`src/msc_pkg.sv`:
```
package msc_pkg;
  localparam int CLK_PERIOD_NS = 10;
  // Host reset low time that must be exceeded before a full reset
  localparam int RST_MIN_NS = 2000;
  localparam int RST_MIN_CYC = (RST_MIN_NS + CLK_PERIOD_NS - 1) / CLK_PERIOD_NS;
  // Time the module spends reloading defaults before it reports ready
  localparam int INIT_NS = 2000;
  localparam int INIT_CYC = (INIT_NS + CLK_PERIOD_NS - 1) / CLK_PERIOD_NS;
  localparam logic [15:0] INIT_LAST = 16'(INIT_CYC - 1);
  localparam int LANES = 4;
  localparam logic [3:0] BITS_BYTE = 4'h8;
  localparam logic [3:0] BITS_LAST = 4'h7;
  localparam logic [6:0] TWI_ADDR_DEF = 7'h50;
  // Management map byte offsets
  localparam logic [7:0] REG_STATUS = 8'h00;
  localparam logic [7:0] REG_LOS = 8'h01;
  localparam logic [7:0] REG_LOS_LATCH = 8'h02;
  localparam logic [7:0] REG_TXDIS = 8'h03;
  localparam logic [7:0] REG_LOSTHR = 8'h04;
  localparam logic [7:0] REG_PINS = 8'h05;
  localparam logic [7:0] REG_PWR0 = 8'h08;
  localparam int STAT_DNR = 0;
  localparam int STAT_DONE = 1;
  localparam int PIN_LP = 0;
  localparam int PIN_SEL = 1;
  localparam logic [3:0] TXDIS_DEF = 4'h0;
  localparam logic [7:0] LOSTHR_DEF = 8'h10;
  typedef enum logic [1:0] {
    ST_HOLD = 2'b00,
    ST_INIT = 2'b01,
    ST_RUN = 2'b10
  } msc_st_t;
  typedef enum logic [2:0] {
    TW_IDLE = 3'b000,
    TW_ADDR = 3'b001,
    TW_ACKA = 3'b010,
    TW_WR = 3'b011,
    TW_ACKW = 3'b100,
    TW_RD = 3'b101,
    TW_RACK = 3'b110
  } msc_tw_t;
endpackage

```
`src/msc_if.sv`:
```
interface msc_if;
  logic sel;
  logic [7:0] addr;
  logic [7:0] wdata;
  logic [7:0] rdata;
  logic we;
  logic re;
  modport slv (input sel, input rdata, output addr, output wdata, output we, output re);
  modport regs (output sel, output rdata, input addr, input wdata, input we, input re);
endinterface

```
`src/msc_rst_filter.sv`:
```
module msc_rst_filter
  import msc_pkg::*;
#(
  parameter int MIN_CYC = RST_MIN_CYC
) (
  // Clock and reset
  input wire logic clk_sys,
  input wire logic nrst,
  // Host reset pin and filtered request
  input wire logic pin_n,
  output logic hold
);
  localparam int CW = $clog2(MIN_CYC + 1);
  localparam logic [CW-1:0] CNT_MAX = CW'(MIN_CYC);
  typedef struct packed {
    logic s1;
    logic s2;
    logic [CW-1:0] cnt;
    logic hold;
  } msc_flt_t;
  msc_flt_t r, n;

  always_comb begin
    n = r;
    n.s1 = pin_n;
    n.s2 = r.s1;
    if (r.s2) begin
      n.cnt = '0;
    end else if (r.cnt != CNT_MAX) begin
      n.cnt = r.cnt + CW'(1);
    end
    n.hold = !r.s2 && (n.cnt == CNT_MAX);
  end

  // Synchroniser starts high so release is not mistaken for a pulse
  always_ff @(posedge clk_sys or negedge nrst) begin
    if (!nrst) begin
      r <= '{s1: 1'b1, s2: 1'b1, default: '0};
    end else begin
      r <= n;
    end
  end

  assign hold = r.hold;
endmodule

```
`src/msc_twi_slave.sv`:
```
module msc_twi_slave
  import msc_pkg::*;
#(
  parameter logic [6:0] DEV_ADDR = TWI_ADDR_DEF
) (
  // Clock and reset
  input wire logic clk_sys,
  input wire logic nrst,
  // Two-wire pins
  input wire logic scl_pin,
  input wire logic sda_in,
  output logic sda_out,
  output logic sda_oe_n,
  // Register side
  msc_if.slv bus
);
  typedef struct packed {
    logic scl_s1;
    logic scl_s2;
    logic scl_d;
    logic sda_s1;
    logic sda_s2;
    logic sda_d;
    msc_tw_t st;
    logic [3:0] bits;
    logic [7:0] sh;
    logic [7:0] ptr;
    logic rw;
    logic first;
    logic inc;
    logic ack;
    logic drive;
    logic we;
    logic re;
  } msc_twi_st_t;
  msc_twi_st_t r, n;
  logic rise, fall, start, stop;

  assign rise = r.scl_s2 && !r.scl_d;
  assign fall = !r.scl_s2 && r.scl_d;
  assign start = r.scl_s2 && r.scl_d && r.sda_d && !r.sda_s2;
  assign stop = r.scl_s2 && r.scl_d && !r.sda_d && r.sda_s2;

  always_comb begin
    n = r;
    n.scl_s1 = scl_pin;
    n.scl_s2 = r.scl_s1;
    n.scl_d = r.scl_s2;
    n.sda_s1 = sda_in;
    n.sda_s2 = r.sda_s1;
    n.sda_d = r.sda_s2;
    n.we = 1'b0;
    n.re = 1'b0;
    if (!bus.sel) begin
      n.st = TW_IDLE;
      n.drive = 1'b0;
    end else if (start) begin
      n.st = TW_ADDR;
      n.bits = '0;
      n.drive = 1'b0;
    end else if (stop) begin
      n.st = TW_IDLE;
      n.drive = 1'b0;
    end else begin
      case (r.st)
        TW_ADDR, TW_WR: begin
          if (rise) begin
            n.sh = {r.sh[6:0], r.sda_s2};
            n.bits = r.bits + 4'h1;
          end else if (fall && r.bits == BITS_BYTE) begin
            n.drive = 1'b1;
            if (r.st == TW_WR) begin
              n.st = TW_ACKW;
              n.inc = !r.first;
              n.we = !r.first;
              n.first = 1'b0;
              if (r.first) n.ptr = r.sh;
            end else if (r.sh[7:1] == DEV_ADDR) begin
              n.rw = r.sh[0];
              n.first = 1'b1;
              n.st = TW_ACKA;
            end else begin
              n.drive = 1'b0;
              n.st = TW_IDLE;
            end
          end
        end
        TW_ACKA, TW_RACK: begin
          if (rise) n.ack = !r.sda_s2;
          if (fall) begin
            n.bits = '0;
            if (r.rw && (r.st == TW_ACKA || r.ack)) begin
              n.sh = bus.rdata;
              n.drive = !bus.rdata[7];
              n.re = 1'b1;
              n.st = TW_RD;
            end else begin
              n.drive = 1'b0;
              n.st = r.rw ? TW_IDLE : TW_WR;
            end
          end
        end
        TW_ACKW: begin
          if (fall) begin
            n.drive = 1'b0;
            n.bits = '0;
            n.st = TW_WR;
            if (r.inc) n.ptr = r.ptr + 8'h01;
          end
        end
        TW_RD: begin
          if (fall) begin
            n.bits = r.bits + 4'h1;
            n.sh = {r.sh[6:0], 1'b0};
            n.drive = !r.sh[6];
            if (r.bits == BITS_LAST) begin
              n.drive = 1'b0;
              n.ptr = r.ptr + 8'h01;
              n.st = TW_RACK;
            end
          end
        end
        default: n.st = TW_IDLE;
      endcase
    end
  end

  always_ff @(posedge clk_sys or negedge nrst) begin
    if (!nrst) begin
      // Synchronisers start at the bus idle level so release shows no false edge
      r <= '{st: TW_IDLE, scl_s1: 1'b1, scl_s2: 1'b1, scl_d: 1'b1, sda_s1: 1'b1, sda_s2: 1'b1,
             sda_d: 1'b1, default: '0};
    end else begin
      r <= n;
    end
  end

  // Open drain: only ever pulls low
  assign sda_out = 1'b0;
  assign sda_oe_n = !r.drive;
  assign bus.addr = r.ptr;
  assign bus.wdata = r.sh;
  assign bus.we = r.we;
  assign bus.re = r.re;
endmodule

```
`src/msc_sideband.sv`:
```
module msc_sideband
  import msc_pkg::*;
#(
  parameter int RESET_MIN_CYC = RST_MIN_CYC,
  parameter logic [6:0] DEV_ADDR = TWI_ADDR_DEF
) (
  // Clock and reset
  input wire logic clk_sys,
  input wire logic nrst,
  // Host sideband pins
  input wire logic module_select_n,
  input wire logic module_reset_n,
  input wire logic low_power_laser_off,
  output logic module_present_n,
  output logic alarm_irq_n,
  // Two-wire pins
  input wire logic scl_pin,
  input wire logic sda_in,
  output logic sda_out,
  output logic sda_oe_n,
  // Optical side
  input wire logic [LANES-1:0][7:0] optical_power_monitor,
  output logic [LANES-1:0] tx_disable_line,
  output logic rx_signal_loss,
  output logic data_not_ready
);
  localparam int INIT_BOUND = INIT_CYC + 1;

  typedef struct packed {
    logic sel_s1;
    logic sel_s2;
    logic lp_s1;
    logic lp_s2;
    msc_st_t st;
    logic [15:0] init_cnt;
    logic dnr;
    logic done_pend;
    logic [LANES-1:0] soft_dis;
    logic [7:0] los_thr;
    logic [LANES-1:0] los;
    logic [LANES-1:0] los_latch;
    logic [LANES-1:0][7:0] pwr;
    logic [LANES-1:0] txoff;
    logic irq;
  } msc_main_st_t;

  // Power-up enters the reload phase directly, so completion posts unprompted
  localparam msc_main_st_t RST_VAL = '{
    st: ST_INIT,
    dnr: 1'b1,
    los_thr: LOSTHR_DEF,
    soft_dis: TXDIS_DEF,
    // Deselected and full-scale power until the first samples, so no false loss
    sel_s1: 1'b1,
    sel_s2: 1'b1,
    pwr: '1,
    default: '0
  };

  msc_main_st_t r, n;
  logic rst_hold;
  logic status_read;
  logic latch_read;

  msc_if bus ();

  msc_rst_filter #(
    .MIN_CYC(RESET_MIN_CYC)
  ) u_rst_filter (
    .clk_sys(clk_sys),
    .nrst(nrst),
    .pin_n(module_reset_n),
    .hold(rst_hold)
  );

  msc_twi_slave #(
    .DEV_ADDR(DEV_ADDR)
  ) u_twi (
    .clk_sys(clk_sys),
    .nrst(nrst),
    .scl_pin(scl_pin),
    .sda_in(sda_in),
    .sda_out(sda_out),
    .sda_oe_n(sda_oe_n),
    .bus(bus.slv)
  );

  assign bus.sel = !r.sel_s2;
  assign status_read = bus.re && bus.addr == REG_STATUS;
  assign latch_read = bus.re && bus.addr == REG_LOS_LATCH;

  always_comb begin
    n = r;
    n.sel_s1 = module_select_n;
    n.sel_s2 = r.sel_s1;
    n.lp_s1 = low_power_laser_off;
    n.lp_s2 = r.lp_s1;
    // Read-to-clear first, so a fresh lane loss below wins
    if (latch_read) begin
      n.los_latch = '0;
    end
    for (int i = 0; i < LANES; i++) begin
      n.pwr[i] = optical_power_monitor[i];
      n.los[i] = r.pwr[i] < r.los_thr;
      if (r.los[i]) begin
        n.los_latch[i] = 1'b1;
      end
      n.txoff[i] = r.lp_s2 || r.soft_dis[i];
    end
    if (rst_hold) begin
      n.st = ST_HOLD;
      n.init_cnt = '0;
      n.dnr = 1'b1;
      n.done_pend = 1'b0;
      n.soft_dis = TXDIS_DEF;
      n.los_thr = LOSTHR_DEF;
      n.los_latch = '0;
    end else begin
      case (r.st)
        ST_HOLD: begin
          n.st = ST_INIT;
          n.init_cnt = '0;
        end
        ST_INIT: begin
          if (r.init_cnt == INIT_LAST) begin
            n.st = ST_RUN;
            n.dnr = 1'b0;
          end else begin
            n.init_cnt = r.init_cnt + 16'h0001;
          end
        end
        ST_RUN: begin
          // Settings are writable only once defaults have settled
          if (bus.we) begin
            case (bus.addr)
              REG_TXDIS: n.soft_dis = bus.wdata[LANES-1:0];
              REG_LOSTHR: n.los_thr = bus.wdata;
              default: n.los_thr = r.los_thr;
            endcase
          end
          if (status_read) begin
            n.done_pend = 1'b0;
          end
        end
        default: n.st = ST_INIT;
      endcase
    end
    // Completion set after the clear, so it is never lost
    if (r.st == ST_INIT && n.st == ST_RUN) begin
      n.done_pend = 1'b1;
    end
    // Only loss of signal and reset completion reach the pin
    n.irq = (|n.los) || n.done_pend;
  end

  // Read mux is combinational; the slave loads it on the falling clock edge
  always_comb begin
    bus.rdata = 8'h00;
    case (bus.addr)
      REG_STATUS: begin
        bus.rdata[STAT_DNR] = r.dnr;
        bus.rdata[STAT_DONE] = r.done_pend;
      end
      REG_LOS: bus.rdata[LANES-1:0] = r.los;
      REG_LOS_LATCH: bus.rdata[LANES-1:0] = r.los_latch;
      REG_TXDIS: bus.rdata[LANES-1:0] = r.soft_dis;
      REG_LOSTHR: bus.rdata = r.los_thr;
      REG_PINS: begin
        bus.rdata[PIN_LP] = r.lp_s2;
        bus.rdata[PIN_SEL] = r.sel_s2;
      end
      default: begin
        if (bus.addr[7:2] == REG_PWR0[7:2]) begin
          bus.rdata = r.pwr[bus.addr[1:0]];
        end
      end
    endcase
  end

  always_ff @(posedge clk_sys or negedge nrst) begin
    if (!nrst) begin
      r <= RST_VAL;
    end else begin
      r <= n;
    end
  end

  // Presence is a hard ground path while inserted
  assign module_present_n = 1'b0;
  assign alarm_irq_n = !r.irq;
  assign tx_disable_line = r.txoff;
  assign rx_signal_loss = |r.los;
  assign data_not_ready = r.dnr;

  for (genvar g = 0; g < LANES; g++) begin : g_lane_los

  end
endmodule

```
`config.mk`:
```
export PLATFORM = sky130hd
export DESIGN_NAME = msc_sideband
export DESIGN_NICKNAME = d
export VERILOG_FILES = /design/src/msc_pkg.sv /design/src/msc_if.sv /design/src/msc_rst_filter.sv /design/src/msc_twi_slave.sv /design/src/msc_sideband.sv
export SDC_FILE = /design/constraint.sdc
export NUM_CORES = 1
export LEC_CHECK = 0
export BUFFER_PORTS_ARGS = -buffer_cell sky130_fd_sc_hd__buf_2
export CELL_PAD_IN_SITES_DETAIL_PLACEMENT = 0
export CELL_PAD_IN_SITES_GLOBAL_PLACEMENT = 2
export CORE_ASPECT_RATIO = 0.6
export CORE_MARGIN = 1.5
export CORE_UTILIZATION = 36
export DETAILED_ROUTE_END_ITERATION = 10
export GPL_TIMING_DRIVEN = 1
export PLACE_DENSITY_LB_ADDON = 0.1
export SLEW_MARGIN = 20
export SYNTH_ARGS = -nofsm -noshare
export SYNTH_HDL_FRONTEND = slang
export SYNTH_SLANG_ARGS = --single-unit
export TNS_END_PERCENT = 5
```
`constraint.sdc`:
```
create_clock -name clk_sys -period 2.3 [get_ports clk_sys]
set_input_delay 0.23 -clock clk_sys [delete_from_list [all_inputs] [get_ports clk_sys]]
set_output_delay 0.23 -clock clk_sys [all_outputs]
set_load 0.01 [all_outputs]
```
======== Yosys cells after proc, flatten, opt, wreduce, memory -nomap -nowiden ========
Index checks and enable logic that the tools add are counted.
operators by class
  $add $sub $neg .......................... 4
  magnitude comparators ................... 5
  equality and inequality tests ........... 45
  mux-type cells .......................... 90
  bitwise logic cells ..................... 5
  reduce and logical (&&, ||, !) cells .... 66
operator list
  cell                     count
  $mux W8                  12
  $pmux W8 S3              2
  $lt A8 B8 Y1             4
  $mux W2                  16
  $mux W32                 1
  $pmux W16 S2             1
  $mux W1                  28
  $ne A5 B2 Y1 const B     5
  $mux W12                 2
  $mux W24                 1
  $mux W3                  8
  $mux W23                 1
  $mux W11                 2
  $ne A2 B1 Y1 const B     11
  $reduce_and A7 Y1        3
  $reduce_bool A3 Y1       7
  $add A16 B1 Y16 const B  1
  $add A8 B1 Y8 const B    2
  $bmux W8 S2              1
  $eq A16 B8 Y1 const B    1
  $eq A8 B2 Y1 const B     2
  $eq A8 B3 Y1 const B     2
  $mux W16                 1
  $pmux W4 S4              1
  48 further kinds         100
storage, ports and cells
  flip-flop bits (word level) ............. 128
  input port bits ......................... 39
  output and inout port bits .............. 10
  logic and storage cells ................. 257

======== Logic depth before layout (Yosys ltp) ========
  depth after elaboration ................. 16
  mapped depth ............................ 9

======== Cells and area by module ========
Synthesis repeated with hierarchy kept, for this count alone.
second synthesis, totals
  cell total of the unflattened synthesis .. 678
  area total of the unflattened synthesis .. 7043.0 µm²
modules (own cells, without submodules)
  module          times used  cells an instance  area an instance (µm²)  sequential area each (µm²)
  msc_sideband    1           379                4197.8                  2073.2
  msc_twi_slave   1           238                2199.6                  908.4
  msc_rst_filter  1           61                 645.6                   277.8

======== Least setup slack after synthesis ========
No wires, ideal clock.
  path kind ............................... register to register
  start ................................... reg r[75] (netlist bit)
  end ..................................... reg r[0] (netlist bit)
  library setup time ...................... 0.139 ns
  arrival ................................. 2.064 ns
  path slack .............................. 0.098 ns
  stages on the path, launching flop included .. 8
  buffers on the path ..................... 1
  clock period less this slack ............ 2.202 ns
  path through ............................ dfstp_2 ha_1 clkbuf_1 inv_1 nor2_2 o21ai_1 a41o_1 or4b_1
RTL lines
  what                    line                 text
  from (decl)             msc_sideband.sv:60   msc_main_st_t r, n;
  from (signal assigned)  msc_sideband.sv:184  r <= n;

======== Worst setup path after layout ========
  start ................................... reg r[62] (netlist bit)
  end ..................................... reg r[64] (netlist bit)
on the way
  longest elaborated chain between the ends .. 4
ends and longest elaborated chain
  what             line                 text
  $add A16 B1 Y16  msc_sideband.sv:129  n.init_cnt = r.init_cnt + 16'h0001;
  $mux W16         msc_sideband.sv:125  if (r.init_cnt == INIT_LAST) begin
  $pmux W16 S2     msc_sideband.sv:119  case (r.st)
  $mux W32         msc_sideband.sv:110  if (rst_hold) begin
Parallel ways exist; a longest one is shown, timed or not. The select of a mux whose other input is x is not followed.
A chain may end at the register's enable or synchronous reset.

==> results_dict.tcl <==
set metrics [dict create \
    wl_per_cell_um 16.9 \
    crit_arrival_ns 2.50 \
    crit_family "simple AND/OR/NAND/NOR gates" \
    max_slew_margin 0.608 \
    core_area_mm2 0.0180 \
    grt_max_degree 47 \
    drive_gt1_frac 0.246 \
    hold_viol 0 \
    final_common_cell "dfrtp_1" \
    clockBufferDepth 2 \
    gp_congestion 0.809 \
    synthCells 629 \
    finalNetCount 819 \
    place_inst 921 \
    drv_cap 0 \
    ir_worst_vdd_v 0.000472 \
    drc 0 \
    use_met2 0.248 \
    fmax_ghz 0.458 \
    track_usage 0.192 \
    root_buffer "clkbuf_16" \
    drv_slew 0 \
    end_kind "flip-flop" \
    grt_overflow 0 \
    path_buf_inv 1 \
    wirelength_mm 16.8 \
    ys_seq_area_frac 0.494 \
    fp-row-count 38 \
    postRouteAntennaNets 0 \
    area_growth_pct 25.0 \
    dp.final_hpwl_mm 12.3 \
    async_flop_share 1.00 \
    cpMaxStageDelayCell "or4_4" \
    syn_area_per_cell_um2 10.5 \
    setup_tns_ns 0 \
    start_util 0.366 \
    worst_path_largest_cell_delay_ns 0.57 \
    drt_first_pass_iters 5 \
    antenna_found_initial 0 \
    fin_crit_ns 2.18 \
    synth_ff_type "dfrtp_1" \
    antennaDiodeCount 0 \
    grt_use_met1 0.307 \
    fp.dieH_um 108 \
    clock_skew_ns 0.0171 \
    worst_slew_pin_slew_ns 0.589 \
    final_area_mm2 0.00825 \
    htree_levels 4 \
    grt_pass1_wl_mm 27.6 \
    p_leak_nw 3.60 \
    dieArea_mm2 0.0192 \
    min_period_over_period 0.949 \
    ys_types 66 \
    crit_path_start_kind "flip-flop" \
    grt_setup_unrepaired "no" \
    gr-usage-met3 0.0448 \
    p_per_area_mw_per_mm2 656 \
    final_cells 992 \
    final_cell_mix "dfrtp_1, nand2_1, nor2_1" \
    synth_area_mm2 0.00660 \
    ios 49 \
    worst_ep_required_time_ns 2.62 \
    cts_tree "built" \
    die_x_um 178 \
    port_buffers 46 \
    grt.busiest_layer "met1" \
    yosys_warnings 0 \
    cp_max_fo 6 \
    drt_iter0_markers 339 \
    cp_cell_sequence "or4_4 > nor4_4 > buf_4 > nand4b_1 > nor2_1 > xnor2_1 > a211oi_1" \
    synth_edf_count 0 \
    placed_cell_area_mm2 0.00728 \
    vias 5085 \
    setup_viol 0 \
    cts_buffers 17 \
    clkSinkCount 128 \
    worst_skew_pair.late_latency_ns 0.42 \
    via_per_inst 5.13 \
    hp-class "in2async" \
    clkTransAtPathRegs_ns 0.06 \
    critPathKind "reg2reg" \
    ys_seq_elements 128 \
    grt_pass1_vias 4916 \
    status "completed" \
]
[metrics by stage]
| stage | setup WS, ns | utilization | hold slack [ns] | power (mW) |
|---|---|---|---|---|
| floorplan | 0.0977 | - | -0.0656 | 2.63 |
| global placement | 0.101 | 0.404 | 0.277 | 2.80 |
| detailed placement | 0.0710 | 0.404 | 0.279 | 2.81 |
| CTS | 0.0609 | 0.456 | 0.359 | 5.48 |
| global route | 0.0129 | 0.458 | 0.356 | 5.66 |
| finish | 0.118 | 0.458 | 0.352 | 5.41 |
[kinds of logic after synthesis]
group                      after synthesis  share of synthesized area
DFF                                    128                      0.494
adders and majority gates               41                     0.0778
xor gates and xnor gates                21                     0.0279
and+or+nand+nor                        210                      0.167
muxes                                   22                     0.0487
buffers and inverters                   57                     0.0387
other                                    1                   0.000568
AOI/OAI and AO/OA                      149                      0.146
[per-layer routing]
metal,share of wire,vias to the layer above
met5,0,-
met2,0.39,116
met1,0.55,2472
met4,0.0098,0
met3,0.043,17
li1,-,2480
[where the power goes]
| part | switching (mW) | leakage [nW] | internal (mW) |
|---|---|---|---|
| clock network | 1.08 | 0.281 | 1.50 |
| registers | 0.0841 | 1.57 | 2.36 |
| logic | 0.198 | 1.75 | 0.184 |
[synthesized netlist by cell type (3+ instances only)]
master	count	area, um2
nor3_1	9	45.0
a21oi_1	40	200
nand3b_1	3	22.5
xnor2_1	7	61.3
buf_2	3	15.0
nand4_1	7	43.8
inv_1	26	97.6
mux2i_1	13	130
mux4_2	8	180
ha_1	41	513
a41oi_1	3	26.3
nand3_1	29	145
nor2b_1	11	68.8
buf_4	6	45.0
o21a_1	6	45.0
nor2_1	49	184
dfrtp_1	83	2080
xor2_1	14	123
or3_1	6	37.5
a31oi_1	8	50.1
or4_1	3	22.5
or2_2	5	31.3
and3_1	10	62.6
o31ai_1	5	37.5
a222oi_1	3	30.0
nand2b_1	11	68.8
clkbuf_1	19	71.3
a41o_1	3	30.0
o21ai_0	36	180
dfstp_2	45	1180
a22oi_1	4	30.0
a221o_1	4	40.0
a21boi_0	3	22.5
nand2_1	50	188
a211oi_1	6	45.0
a21o_1	9	67.6
[final timing paths]
| check | start | depth (start not counted) | endpoint | slack [ns] |
|---|---|---|---|---|
| setup reg to reg | r[62] | 7 | r[64] | 0.12 |
| hold / removal | nrst | 2 | u_twi.bus.addr[3] | 0.35 |
| hold reg to reg | n[79] | 0 | r[79] | 0.36 |
| setup / recovery | r[62] | 7 | r[64] | 0.12 |
| min in group clk_sys | n[79] | 0 | r[79] | 0.36 |
| max in group asynchronous | nrst | 3 | r[34] | 1.23 |
[final cells by class]
type | instances | area, um2
Clock buffer | 18 | 429
Clock inverter | 14 | 130
Fill cell | 1675 | 9770
Inverter | 26 | 97.6
Multi-Input combinational cell | 445 | 3100
Sequential cell | 128 | 3260
Tap cell | 240 | 300
Timing Repair Buffer | 121 | 928
[state kept, by name, indices dropped and copies added, names as in the netlist, 2 cells and up]
| signal | count |
|---|---|
| u_twi.bus.wdata | 8 |
| u_twi.n | 4 |
| u_rst_filter.r | 9 |
| u_twi.r | 14 |
| r | 74 |
| u_twi.bus.addr | 8 |
| n | 2 |
| tx_disable_line | 4 |
[worst register-to-register path, cell delays in order (launching register included)]
cell and delay (ns):
dfrtp_1 0.45, or4_4 0.58, nor4_4 0.32, buf_4 0.18, nand4b_1 0.14, nor2_1 0.07, xnor2_1 0.12, a211oi_1 0.23
[timing repair]
action,in CTS,in global routing
hold endpoints to repair,73,0
setup endpoints to repair,0,5
resized for setup,0,4
setup buffers,0,1
hold buffers,38,0
Power figures use the tool's default switching activity.
